[config.mk]
export PLATFORM = sky130hd
export DESIGN_NAME = extbus_engine
export DESIGN_NICKNAME = d
export VERILOG_FILES = /design/src/verilog/extbus_pkg.sv /design/src/verilog/extbus_range_match.sv /design/src/verilog/extbus_engine.sv
export SDC_FILE = /design/constraint.sdc
export NUM_CORES = 1
export LEC_CHECK = 0
export ABC_AREA = 1
export ABC_CLOCK_PERIOD_IN_PS = 4980
export BUFFER_PORTS_ARGS = -buffer_cell sky130_fd_sc_hd__buf_2
export CAP_MARGIN = 20
export CORE_MARGIN = 10
export CORE_UTILIZATION = 30
export CTS_BUF_LIST = sky130_fd_sc_hd__clkbuf_2 sky130_fd_sc_hd__clkbuf_4 sky130_fd_sc_hd__clkbuf_8
export DETAILED_ROUTE_END_ITERATION = 16
export REMOVE_ABC_BUFFERS = 1
export SYNTH_ARGS = -nofsm -noshare
export SYNTH_HDL_FRONTEND = slang
export SYNTH_SLANG_ARGS = --single-unit
[constraint.sdc]
create_clock -name core_clk -period 4.98 [get_ports core_clk]
set_input_delay 0.498 -clock core_clk [delete_from_list [all_inputs] [get_ports core_clk]]
set_output_delay 0.498 -clock core_clk [all_outputs]
set_load 0.01 [all_outputs]
[src/verilog/extbus_pkg.sv]
// Package for the external access engine: modes, timing fields and carriers
package extbus_pkg;

   // ----------------------------------------
   // Bus modes and address space
   // ----------------------------------------
   typedef enum logic [2:0] {
      EXTBUS_SINGLE_CHIP,
      EXTBUS_D16_DEMUX,
      EXTBUS_D16_MUX,
      EXTBUS_D8_MUX,
      EXTBUS_D8_DEMUX
   } extbus_mode_type;

   typedef enum logic [1:0] {
      EXTBUS_SPACE_64K,
      EXTBUS_SPACE_256K,
      EXTBUS_SPACE_1M,
      EXTBUS_SPACE_16M
   } extbus_space_type;

   localparam int EXTBUS_ADDR_W      = 24;
   localparam int EXTBUS_UPPER_W     = 8;
   localparam int EXTBUS_UPPER_LSB   = 16;
   localparam int EXTBUS_RANGES      = 5;
   localparam int EXTBUS_WAIT_W      = 4;
   localparam int EXTBUS_TRI_W       = 2;

   // Reset values of timing fields
   localparam logic [3:0] EXTBUS_WAIT_RST = 4'h0;
   localparam logic [1:0] EXTBUS_TRI_RST  = 2'h0;

   // ----------------------------------------
   // Carriers
   // ----------------------------------------
   // Timing set used by one address range
   typedef struct packed {
      logic [3:0] wait_states;   // Memory cycle time
      logic [1:0] tri_cycles;    // Memory tri-state time
      logic       long_latch;    // Extra cycle of address latch pulse
      logic       strobe_delay;  // Delay read/write strobe by one cycle
      logic       ready_enable;  // Honour the wait input
   } extbus_timing_type;

   // Address window of one range: match when enabled and (addr & mask) == (base & mask)
   typedef struct packed {
      logic        enable;
      logic [7:0]  base;
      logic [7:0]  mask;
   } extbus_window_type;

   // Core-side request
   typedef struct packed {
      logic [23:0] addr;
      logic        write;
      logic        byte_acc;
      logic [15:0] wdata;
   } extbus_req_type;

endpackage

[src/verilog/extbus_range_match.sv]
// Address range decoder for one chip-select window
`timescale 1ns/1ps
module extbus_range_match
   import extbus_pkg::*;
(
   // Window and address
   input  wire extbus_window_type window,
   input  wire logic [7:0]        addr_hi,
   // Result
   output logic                   hit
);
   assign hit = window.enable && ((addr_hi & window.mask) == (window.base & window.mask));
endmodule

[src/verilog/extbus_engine.sv]
// External access engine: bus modes, timing, chip selects, wait and arbitration
`timescale 1ns/1ps
// Behaviour
// [RULE1] Single-chip mode or four external modes: 8/16-bit data, mux or demux.
// [RULE2] Address space limit 1M/256K/64K drives four, two or no upper lines.
// [RULE3] Full 16 MByte space drives all eight upper address lines.
// [RULE4] Demux modes: address on address port, data both ways on data port.
// [RULE5] Mux modes: data port carries address first, then data.
// [RULE6] Programmable wait states, tri-state time, latch length, strobe delay.
// [RULE7] Each address range applies its own bus timing set.
// [RULE8] Five chip-select outputs, each active for its own address range.
// [RULE9] Wait input lets slow devices lengthen an access.
// [RULE10] Hold/acknowledge arbitration; master waits for acknowledge before driving.
// [RULE11] Release request input, release acknowledge output, regain request output.
// [RULE12] Byte and word accesses anywhere in the linear space.
// [RULE13] Up to 16 MBytes of external memory addressable.
// [RULE14] Wait input high inserts wait states until it returns low.
// [RULE15] Read strobe asserted for every external read.
// [RULE16] Write strobe on every write, or only low-byte/8-bit writes by mode.
// [RULE17] Address latch enable pulses in multiplexed modes.
// [RULE18] Release acknowledge and float only after the current access ends.
// [RULE19] High-byte write strobe handles high-byte writes in low-byte mode.
module extbus_engine
   import extbus_pkg::*;
(
   // Clock and reset
   input  wire logic               core_clk,
   input  wire logic               rst_n,
   // Configuration
   input  wire extbus_mode_type    bus_mode,
   input  wire extbus_space_type   addr_space,
   input  wire logic               write_strobe_mode_select,
   input  wire extbus_timing_type  default_timing,
   input  wire extbus_window_type  [EXTBUS_RANGES-1:0] windows,
   input  wire extbus_timing_type  [EXTBUS_RANGES-1:0] range_timing,
   // Core request
   input  wire logic               req_valid,
   input  wire extbus_req_type     req,
   output logic                    req_ready,
   output logic                    resp_valid,
   output logic [15:0]             resp_rdata,
   output logic                    access_error,
   // Data port pins
   input  wire logic [15:0]        data_port_in,
   output logic [15:0]             data_port_out,
   output logic                    data_port_oe_n,
   // Address ports
   output logic [15:0]             address_port,
   output logic [7:0]              upper_addr,
   output logic [7:0]              upper_addr_oe_n,
   output logic                    ctrl_oe_n,
   // Strobes
   output logic                    ale,
   output logic                    read_strobe_n,
   output logic                    write_strobe_n,
   output logic                    write_high_strobe_n,
   output logic                    select_out_zero_n,
   output logic [3:1]              select_out_mid_n,
   output logic                    select_out_four_n,
   // Wait and arbitration pins
   input  wire logic               ready_pin,
   input  wire logic               hold_req_pin,
   output logic                    bus_release_ack_out_n,
   output logic                    bus_regain_request_out_n
);

   // ----------------------------------------
   // Input synchronisers
   // ----------------------------------------
   logic [1:0] ready_sync_q;
   logic [1:0] hold_sync_q;

   always_ff @(posedge core_clk or negedge rst_n) begin
      if (!rst_n) begin
         ready_sync_q <= 2'h0;
         hold_sync_q  <= 2'h0;
      end else begin
         ready_sync_q <= {ready_sync_q[0], ready_pin};
         hold_sync_q  <= {hold_sync_q[0], hold_req_pin};
      end
   end

   wire logic ready_s = ready_sync_q[1];
   wire logic hold_s  = hold_sync_q[1];

   // ----------------------------------------
   // Range decode and timing selection
   // ----------------------------------------
   logic [EXTBUS_RANGES-1:0] hits;
   logic [EXTBUS_RANGES-1:0] sel_d;
   extbus_timing_type        tim_d;

   for (genvar g = 0; g < EXTBUS_RANGES; g++) begin : g_rng
      extbus_range_match u_match (
         .window  (windows[g]),
         .addr_hi (req.addr[23:16]),
         .hit     (hits[g])
      );
   end

   // Lowest numbered range wins when windows overlap
   always_comb begin
      sel_d = '0;
      tim_d = default_timing;
      for (int i = EXTBUS_RANGES - 1; i >= 0; i--) begin
         if (hits[i]) begin
            sel_d = '0;
            sel_d[i] = 1'b1;  // RULE8
            tim_d = range_timing[i];  // RULE7
         end
      end
   end

   // ----------------------------------------
   // Access sequencer
   // ----------------------------------------
   typedef enum logic [2:0] {
      ST_IDLE, ST_ADDR, ST_DELAY, ST_STROBE, ST_TRI, ST_HOLD
   } extbus_state_type;

   extbus_state_type  state_q;
   extbus_req_type    cur_q;
   extbus_timing_type tim_q;
   logic [4:0]        sel_q;
   logic [3:0]        cnt_q;
   logic              is_mux;
   logic              is_d8;
   logic              single_chip;
   logic              pending;
   logic              take;

   assign single_chip = (bus_mode == EXTBUS_SINGLE_CHIP);  // RULE1
   assign is_mux = (bus_mode == EXTBUS_D16_MUX) || (bus_mode == EXTBUS_D8_MUX);
   assign is_d8  = (bus_mode == EXTBUS_D8_MUX) || (bus_mode == EXTBUS_D8_DEMUX);
   assign pending = req_valid && !single_chip;
   assign take    = (state_q == ST_IDLE) && pending && !hold_s;

   // Accept only when idle so the hold handover never splits an access
   assign req_ready = (state_q == ST_IDLE) && !hold_s;  // RULE18
   assign access_error = req_valid && single_chip && (state_q == ST_IDLE);

   always_ff @(posedge core_clk or negedge rst_n) begin
      if (!rst_n) begin
         state_q <= ST_IDLE;
         cnt_q   <= 4'h0;
      end else begin
         case (state_q)
            ST_IDLE: begin
               if (hold_s) begin
                  state_q <= ST_HOLD;  // RULE10
               end else if (pending) begin
                  state_q <= is_mux ? ST_ADDR : (tim_d.strobe_delay ? ST_DELAY : ST_STROBE);
                  cnt_q   <= is_mux && tim_d.long_latch ? 4'h1 : 4'h0;
                  if (!is_mux) begin
                     cnt_q <= tim_d.wait_states;
                  end
               end
            end
            ST_ADDR: begin
               if (cnt_q != 4'h0) begin
                  cnt_q <= cnt_q - 4'h1;  // RULE6
               end else begin
                  state_q <= tim_q.strobe_delay ? ST_DELAY : ST_STROBE;
                  cnt_q   <= tim_q.wait_states;
               end
            end
            ST_DELAY: state_q <= ST_STROBE;
            ST_STROBE: begin
               if (cnt_q != 4'h0) begin
                  cnt_q <= cnt_q - 4'h1;  // RULE6
               end else if (!(tim_q.ready_enable && ready_s)) begin  // RULE9 RULE14
                  state_q <= ST_TRI;
                  cnt_q   <= {2'h0, tim_q.tri_cycles};
               end
            end
            ST_TRI: begin
               if (cnt_q != 4'h0) begin
                  cnt_q <= cnt_q - 4'h1;
               end else begin
                  state_q <= ST_IDLE;
               end
            end
            ST_HOLD: begin
               if (!hold_s) begin
                  state_q <= ST_IDLE;
               end
            end
            default: state_q <= ST_IDLE;
         endcase
      end
   end

   // Latched request, timing and selects for the access in flight
   always_ff @(posedge core_clk or negedge rst_n) begin
      if (!rst_n) begin
         cur_q <= '0;
         tim_q <= '0;
         sel_q <= 5'h00;
      end else if (take) begin
         cur_q <= req;  // RULE12 RULE13
         tim_q <= tim_d;
         sel_q <= sel_d;
      end else if (state_q == ST_IDLE) begin
         sel_q <= 5'h00;
      end
   end

   // Read data capture and completion pulse
   wire logic strobe_last = (state_q == ST_STROBE) && (cnt_q == 4'h0)
                            && !(tim_q.ready_enable && ready_s);

   always_ff @(posedge core_clk or negedge rst_n) begin
      if (!rst_n) begin
         resp_valid <= 1'b0;
         resp_rdata <= 16'h0000;
      end else begin
         resp_valid <= strobe_last;
         if (strobe_last && !cur_q.write) begin
            resp_rdata <= is_d8 ? {8'h00, data_port_in[7:0]} : data_port_in;
         end
      end
   end

   // ----------------------------------------
   // Pin drive
   // ----------------------------------------
   logic in_access;
   logic held;
   logic low_byte;
   logic high_byte;

   assign in_access = (state_q != ST_IDLE) && (state_q != ST_HOLD);
   assign held      = (state_q == ST_HOLD);
   assign low_byte  = !cur_q.byte_acc || !cur_q.addr[0];
   assign high_byte = !cur_q.byte_acc || cur_q.addr[0];

   always_ff @(posedge core_clk or negedge rst_n) begin
      if (!rst_n) begin
         address_port   <= 16'h0000;
         upper_addr     <= 8'h00;
         data_port_out  <= 16'h0000;
      end else if (take) begin
         // Loaded at the take edge so the pins are already valid in the first bus cycle
         address_port  <= req.addr[15:0];  // RULE4
         upper_addr    <= req.addr[23:16];
         data_port_out <= is_mux ? req.addr[15:0]  // RULE5
                                 : (is_d8 ? {req.addr[15:8], req.wdata[7:0]} : req.wdata);
      end else if (state_q == ST_ADDR && cnt_q == 4'h0) begin
         // Mux modes swap the address for write data as the latch phase ends
         data_port_out <= is_d8 ? {cur_q.addr[15:8], cur_q.wdata[7:0]} : cur_q.wdata;
      end
   end

   always_comb begin
      case (addr_space)
         EXTBUS_SPACE_64K:  upper_addr_oe_n = 8'hFF;  // RULE2
         EXTBUS_SPACE_256K: upper_addr_oe_n = 8'hFC;
         EXTBUS_SPACE_1M:   upper_addr_oe_n = 8'hF0;
         EXTBUS_SPACE_16M:  upper_addr_oe_n = 8'h00;  // RULE3
         default:           upper_addr_oe_n = 8'hFF;
      endcase
      if (held || single_chip) begin
         upper_addr_oe_n = 8'hFF;  // RULE18
      end
   end

   assign ctrl_oe_n = held;
   // Data port drives during the address phase in mux modes and for writes
   assign data_port_oe_n = !((is_mux && state_q == ST_ADDR)
                             || (cur_q.write && (state_q == ST_DELAY || state_q == ST_STROBE)));
   assign ale = is_mux && (state_q == ST_ADDR);  // RULE17

   wire logic strobing = (state_q == ST_STROBE);
   assign read_strobe_n  = !(strobing && !cur_q.write);  // RULE15
   // Low-byte mode gates the write strobe; full mode fires on every write
   assign write_strobe_n = !(strobing && cur_q.write
                            && (!write_strobe_mode_select || is_d8 || low_byte));  // RULE16
   assign write_high_strobe_n = !(strobing && cur_q.write && write_strobe_mode_select
                                  && !is_d8 && high_byte);  // RULE19

   assign select_out_zero_n = !(in_access && sel_q[0]);  // RULE8
   assign select_out_mid_n  = ~(sel_q[3:1] & {3{in_access}});
   assign select_out_four_n = !(in_access && sel_q[4]);

   assign bus_release_ack_out_n    = !held;  // RULE11
   assign bus_regain_request_out_n = !(held && pending);  // RULE11
endmodule

# After elaboration in Yosys (flattened, before gate mapping)
# Cells that the tools add are included.
word_totals:
  ramBits: 0
  input_bits: 208
  memories: 0
  wordCells: 163
  rom_bits: 0
  latchBits: 0
  ff_bits: 115
op_classes:
  shift: 0
  n_addsub: 1
  order_cmp: 0
  reduce_logical: 65
  div: 0
  muxes: 40
  n_eq_ne: 27
  n_mul: 0
  bitwise_logic: 12
ops:
  columns: ["cell", "count"]
  rows:
  - ["two-way mux 16 bit", 6]
  - ["bitwise AND 8 bit", 10]
  - ["two-way mux 9 bit", 5]
  - ["== test 8 bit", 5]
  - ["two-way mux 5 bit", 7]
  - ["one-hot mux 8 bit (4 select lines)", 1]
  - ["logical AND 1 bit", 29]
  - ["two-way mux 4 bit", 7]
  - ["two-way mux 3 bit", 7]
  - ["one-hot mux 3 bit (6 select lines)", 1]
  - ["zero test 1 bit", 16]
  - ["inequality test 2 bit (second input constant)", 8]
  - ["one-hot mux 4 bit (4 select lines)", 1]
  - ["== test 3 x 2 -> 1 bit (second input constant)", 4]
  - ["== test 3 bit (second input constant)", 3]
  - ["logical OR 1 bit", 9]
  - ["inequality test 3 bit (second input constant)", 3]
  - ["two-way mux 8 bit", 1]
  - ["nonzero test 4 bit", 2]
  - ["zero test 3 bit", 2]
  - ["AND reduction 6 bit", 1]
  - ["AND reduction 5 bit", 1]
  - ["== test 2 bit (second input constant)", 2]
  - ["zero test 4 bit", 1]
  - ["10 further kinds", 13]

# Longest topological paths before layout
logic_depth:
  word_depth: 14
  mapped_depth: 18
  mapped_depth_nobuf: 17

# Modules after synthesis
# A second synthesis with hierarchy kept.
hier_totals:
  cells_unflattened: 906
  area_unflattened_um2: 6213.5
modules_own_cells:
  columns: ["mod", "seq_area_each_um2", "area_per_inst_um2", "instances", "cells_per_inst"]
  rows:
  - ["extbus_engine", 2477.4, 5381.4, 1, 726]
  - ["extbus_range_match", 0.0, 166.4, 5, 36]

# Least setup slack after synthesis
# Ideal clock, no wire load.
synth_path:
  path_kind: "input -> output"
  startpoint: "input bus_mode[2]"
  endpoint: "output data_port_oe_n"
  stages: 6
  arrival_ns: 1.713
  required_time_ns: 4.482
  setup_slack_ns: 2.769
  cell_sequence: "nand3b_1 -> nand2_1 -> inv_1 -> clkbuf_1 -> nor4_1 -> a31oi_1"
synth_between:
  elab_chain_cells: 5
  word_cells_on_any_way: 6
  cone_classes: "eq/ne (2); reduce/logical (4)"
synth_lines:
  columns: ["element", "line", "text"]
  rows:
  - ["start, declared", "extbus_engine.sv:30", "input wire extbus_mode_type bus_mode,"]
  - ["== test 3 x 2 -> 1 bit", "extbus_engine.sv:133", "assign is_mux = (bus_mode == EXTBUS_D16_MUX) || (bus_mode == EXTBUS_D8_MUX);"]
  - ["logical OR 1 bit (*)", "extbus_engine.sv:133", null]
  - ["logical AND 1 bit (*)", null, null]
  - ["net ale", "extbus_engine.sv:53", "output logic ale,"]
  - ["logical OR 1 bit (*)", "extbus_engine.sv:270", "|| (cur_q.write && (state_q == ST_DELAY || state_q == ST_STROBE)));"]
  - ["zero test 1 bit (*)", "extbus_engine.sv:269", "assign data_port_oe_n = !((is_mux && state_q == ST_ADDR)"]
  - ["end, declared", "extbus_engine.sv:46", "output logic data_port_oe_n,"]
# Mark *: on every way through the listed nets, which the timed path passes. The rest lies on a longest branch.

# Final worst setup path
layout_path:
  startpoint: "input bus_mode[2]"
  endpoint: "output data_port_oe_n"
layout_between:
  elab_chain_cells: 5
  word_cells_on_any_way: 6
  cone_classes: "eq/ne (2); reduce/logical (4)"
layout_lines:
  columns: ["element", "line"]
  rows:
  - ["== test 3 x 2 -> 1 bit", "extbus_engine.sv:133"]
  - ["logical OR 1 bit (*)", "extbus_engine.sv:133"]
  - ["logical AND 1 bit (*)", "extbus_engine.sv:269"]
  - ["logical OR 1 bit (*)", "extbus_engine.sv:270"]
  - ["zero test 1 bit (*)", "extbus_engine.sv:269"]
# Every way passes the cells marked *; elsewhere a longest branch is shown, timed or not.

==> impl_metrics.csv <==
group,metric,value,unit
detailed_routing,wirelength,22.4,mm
detailed_routing,drt_pre_antenna_iters,5,
clocking,post_cts_resized,0,
clocking,clock_latency,390,ps
grt,grt_pass1_vias,6315,
worst_setup_path,critPathMaxStageDelay,540,ps
flow_run,drv_cap,0,
power_and_ir_drop,p_per_area,432,mW/mm²
clocking,cts.sink_count,99,
worst_setup_path,startpoint_type,"input port",
sta,hold_viol_final,0,
cells_and_area,final_area,0.00786,mm²
yosys,synth_warnings,0,
clocking,clockRootBuffer,"clkbuf_8",
yosys,syn_area,0.00615,mm²
place,io_buffers,287,
worst_setup_path,crit_buf_inv,3,
floorplan,die_h,163,µm
detailed_routing,ant_nets,0,
worst_setup_path,rrSetupSlack,2370,ps
cells_and_area,syn_to_final_growth,27.9,%
yosys,ys_ff_latch,99,
sta,fmax,347,MHz
worst_setup_path,rr_worst_depth,9,
worst_setup_path,required,4480,ps
detailed_routing,first_iter_violations,297,
worst_setup_path,endpoint_kind,"output port",
power_and_ir_drop,irDropWorstVdd,0.000141,V
yosys,post_synth_num_cell_types,47,
floorplan,coreArea,0.0202,mm²
grt,grt-ovfl-total,0,
detailed_routing,wl_per_cell,16.2,µm
worst_setup_path,cp_top_family,"simple AND/OR/NAND/NOR gates",
worst_setup_path,crit_chain,"buf_2, nand3b_1, nand2_1, inv_1, nor4_1, a31oi_1, buf_2",
floorplan,io_pins,288,
yosys,syn_avg_cell_area,7.20,µm²
worst_setup_path,critPathKind,"in2out",
worst_setup_path,slowest_stage,"nor4_1",
worst_setup_path,crit_fanout,12,
floorplan,rows,52,
clocking,cts_hold_buffers,0,
worst_setup_path,r2r-end,"data_port_out[15]",
detailed_routing,wl_met1,9.78,mm
yosys,async_flop_share,100,%
grt,antenna_found_initial,2,
yosys,synth-edff-count,0,
detailed_routing,highest_layer,"met5",
clocking,post-cts-setup-buffers,0,
cells_and_area,nFillCells,2165,
clocking,cts_tree,"done",
cells_and_area,antenna_cells,0,
yosys,syn_inst,854,
detailed_routing,drcViolationCount,0,
min_path,min_path_type,"in2async",
detailed_routing,avgViaCountPerCell,4.60,
yosys,synth_seq_area_share,40.3,%
sta,slew_headroom,34.1,%
floorplan,dieArea,0.0266,mm²
place,place_area,0.00761,mm²
cells_and_area,post-route-util,39.0,%
sta,drv_slew,0,
place,gp_congestion,0.874,
cells_and_area,layout.nets,1316,
cells_and_area,drive_gt1_share,32.7,%
clocking,cts_buffers,9,
grt,grt_max_degree,65,
sta,setup_tns,0,ps
worst_setup_path,reg2reg_from,"state_q[1]",
clocking,ctsLongestPathBuffers,2,
worst_setup_path,arrival,2380,ps
sta,layout_min_cycle_time,2880,ps
detailed_routing,dr_wl_met2,10.5,mm
run_status,outcome,"finished, final reports clean",
sta,finalCritPeriodShare,57.9,%
clocking,clkTransAtPathRegs,100,ps
detailed_routing,vias,6358,
sta,rsz0062_at_grt,"false",
place,hpwlAfterDp,18.4,mm
floorplan,start_util,30.5,%
worst_setup_path,cp_common_cell,"buf_2",
power_and_ir_drop,p_leak,4.23,nW
yosys,synth_top_flop_cell,"dfrtp_1",
sta,worst_slew_pin_slew,985,ps
clocking,htreeDepth,3,
detailed_routing,route.met3.wl,2.04,mm
floorplan,die_w,163,µm
grt,grt_pass1_wl,34.5,mm
sta,final.setup_skew,19.7,ps
sta,setup_viol,0,
worst_setup_path,crit_start,"bus_mode[2]",
grt,grtUsageTotal,16.2,%
[worst reg2reg max path, delay by kind of cell, from the launching register on]
kind | cells | cell delay [ps]
buffers and inverters | 3 | 720
flip-flops | 1 | 490
AND/OR/NAND/NOR | 5 | 860
multiplexers | 1 | 430
[metrics by stage]
step,cells,hold WS (ps),setup WS [ps],total power (W)
floorplan,805,202,2350,0.00220
global placement,1364,334,2060,0.00281
detailed placement,1364,343,1990,0.00284
CTS,1380,122,2080,0.00345
global route,1381,137,1930,0.00369
finish,1381,113,2100,0.00340
[report_power, final]
group / switching, W / leakage (nW) / internal, W
Sequential: 0.000189 / 1.18 / 0.00114
Clock: 0.000312 / 0.112 / 0.000291
Combinational: 0.000899 / 2.94 / 0.000569
Total: 0.00140 / 4.23 / 0.00200
[cells by family (layout without fill, tap and decap cells)]
logic type               count (synthesis)  count (layout)  share of synthesized area (%)
AND/OR/NAND/NOR                        419             419                           30.1
AO/OA/AOI/OAI                          168             168                           15.2
buffers and inverters                  153             410                           11.8
flip-flops                              99              99                           40.3
multiplexers                             9               9                           1.65
XOR/XNOR                                 4               4                          0.570
adder cells (fa/ha/maj)                  2               2                          0.407
[flip-flops by register name, indices dropped and copies added (netlist names)]
name,flops
ready_sync_q,2
cnt_q,4
upper_addr,8
sel_q,5
tim_q,8
hold_sync_q,2
data_port_out,16
state_q,3
cur_q,18
resp_rdata,16
resp_valid,1
address_port,16
[synthesized netlist by cell type, drive strengths merged (6+ instances only)]
cell type / n / area share, %
nand4: 10 / 1.0
mux2: 9 / 1.6
a31oi: 13 / 1.3
inv: 100 / 6.1
o21ai: 99 / 8.1
nand2: 264 / 17
or2: 7 / 0.71
a21oi: 33 / 2.9
buf: 43 / 4.9
nor3: 7 / 0.73
nand3: 47 / 4.7
dfrtp: 99 / 40
clkbuf: 6 / 0.37
nor2: 82 / 6.2
o211ai: 6 / 0.73
[final cells by class]
| cell class | count | area (µm²) | area share, % |
|---|---|---|---|
| clock buffers | 9 | 124 | 1.58 |
| clock inverters | 7 | 105 | 1.34 |
| inverters | 104 | 398 | 5.06 |
| multi-input cells | 602 | 2950 | 37.5 |
| flip-flops and latches | 99 | 2480 | 31.5 |
| well taps | 270 | 338 | 4.30 |
| repair buffers | 290 | 1470 | 18.7 |
[worst max path at each step]
stage / depth (start not counted) / slack (ps) / endpoint
2_1_floorplan: 11 / 2350 / sel_q[4]
3_3_place_gp: 7 / 2060 / data_port_out[15]
3_5_place_dp: 7 / 1990 / data_port_out[15]
4_1_cts: 7 / 2080 / data_port_oe_n
5_1_grt: 8 / 1930 / data_port_oe_n
6_report: 7 / 2100 / data_port_oe_n
[placed cells by master (no fill, tap or decap), drive strengths merged, types with 6 or more instances in the layout]
cell / Yosys / layout
dfrtp: 99 / 99
a21oi: 33 / 33
nand4: 10 / 10
nor3: 7 / 7
o211ai: 6 / 6
or2: 7 / 7
a31oi: 13 / 13
nand3: 47 / 47
clkbuf: 6 / 9
mux2: 9 / 9
inv: 100 / 103
nand2: 264 / 264
nor2: 82 / 82
buf: 43 / 290
o21ai: 99 / 99
[per-layer routing]
layer	GRT usage, %	up-vias
met5	0	-
met4	2.87	4
met3	6.24	15
met2	26.3	235
met1	20.0	2869
li1	-	3235
No activity file was read; power rests on OpenSTA's default activity.
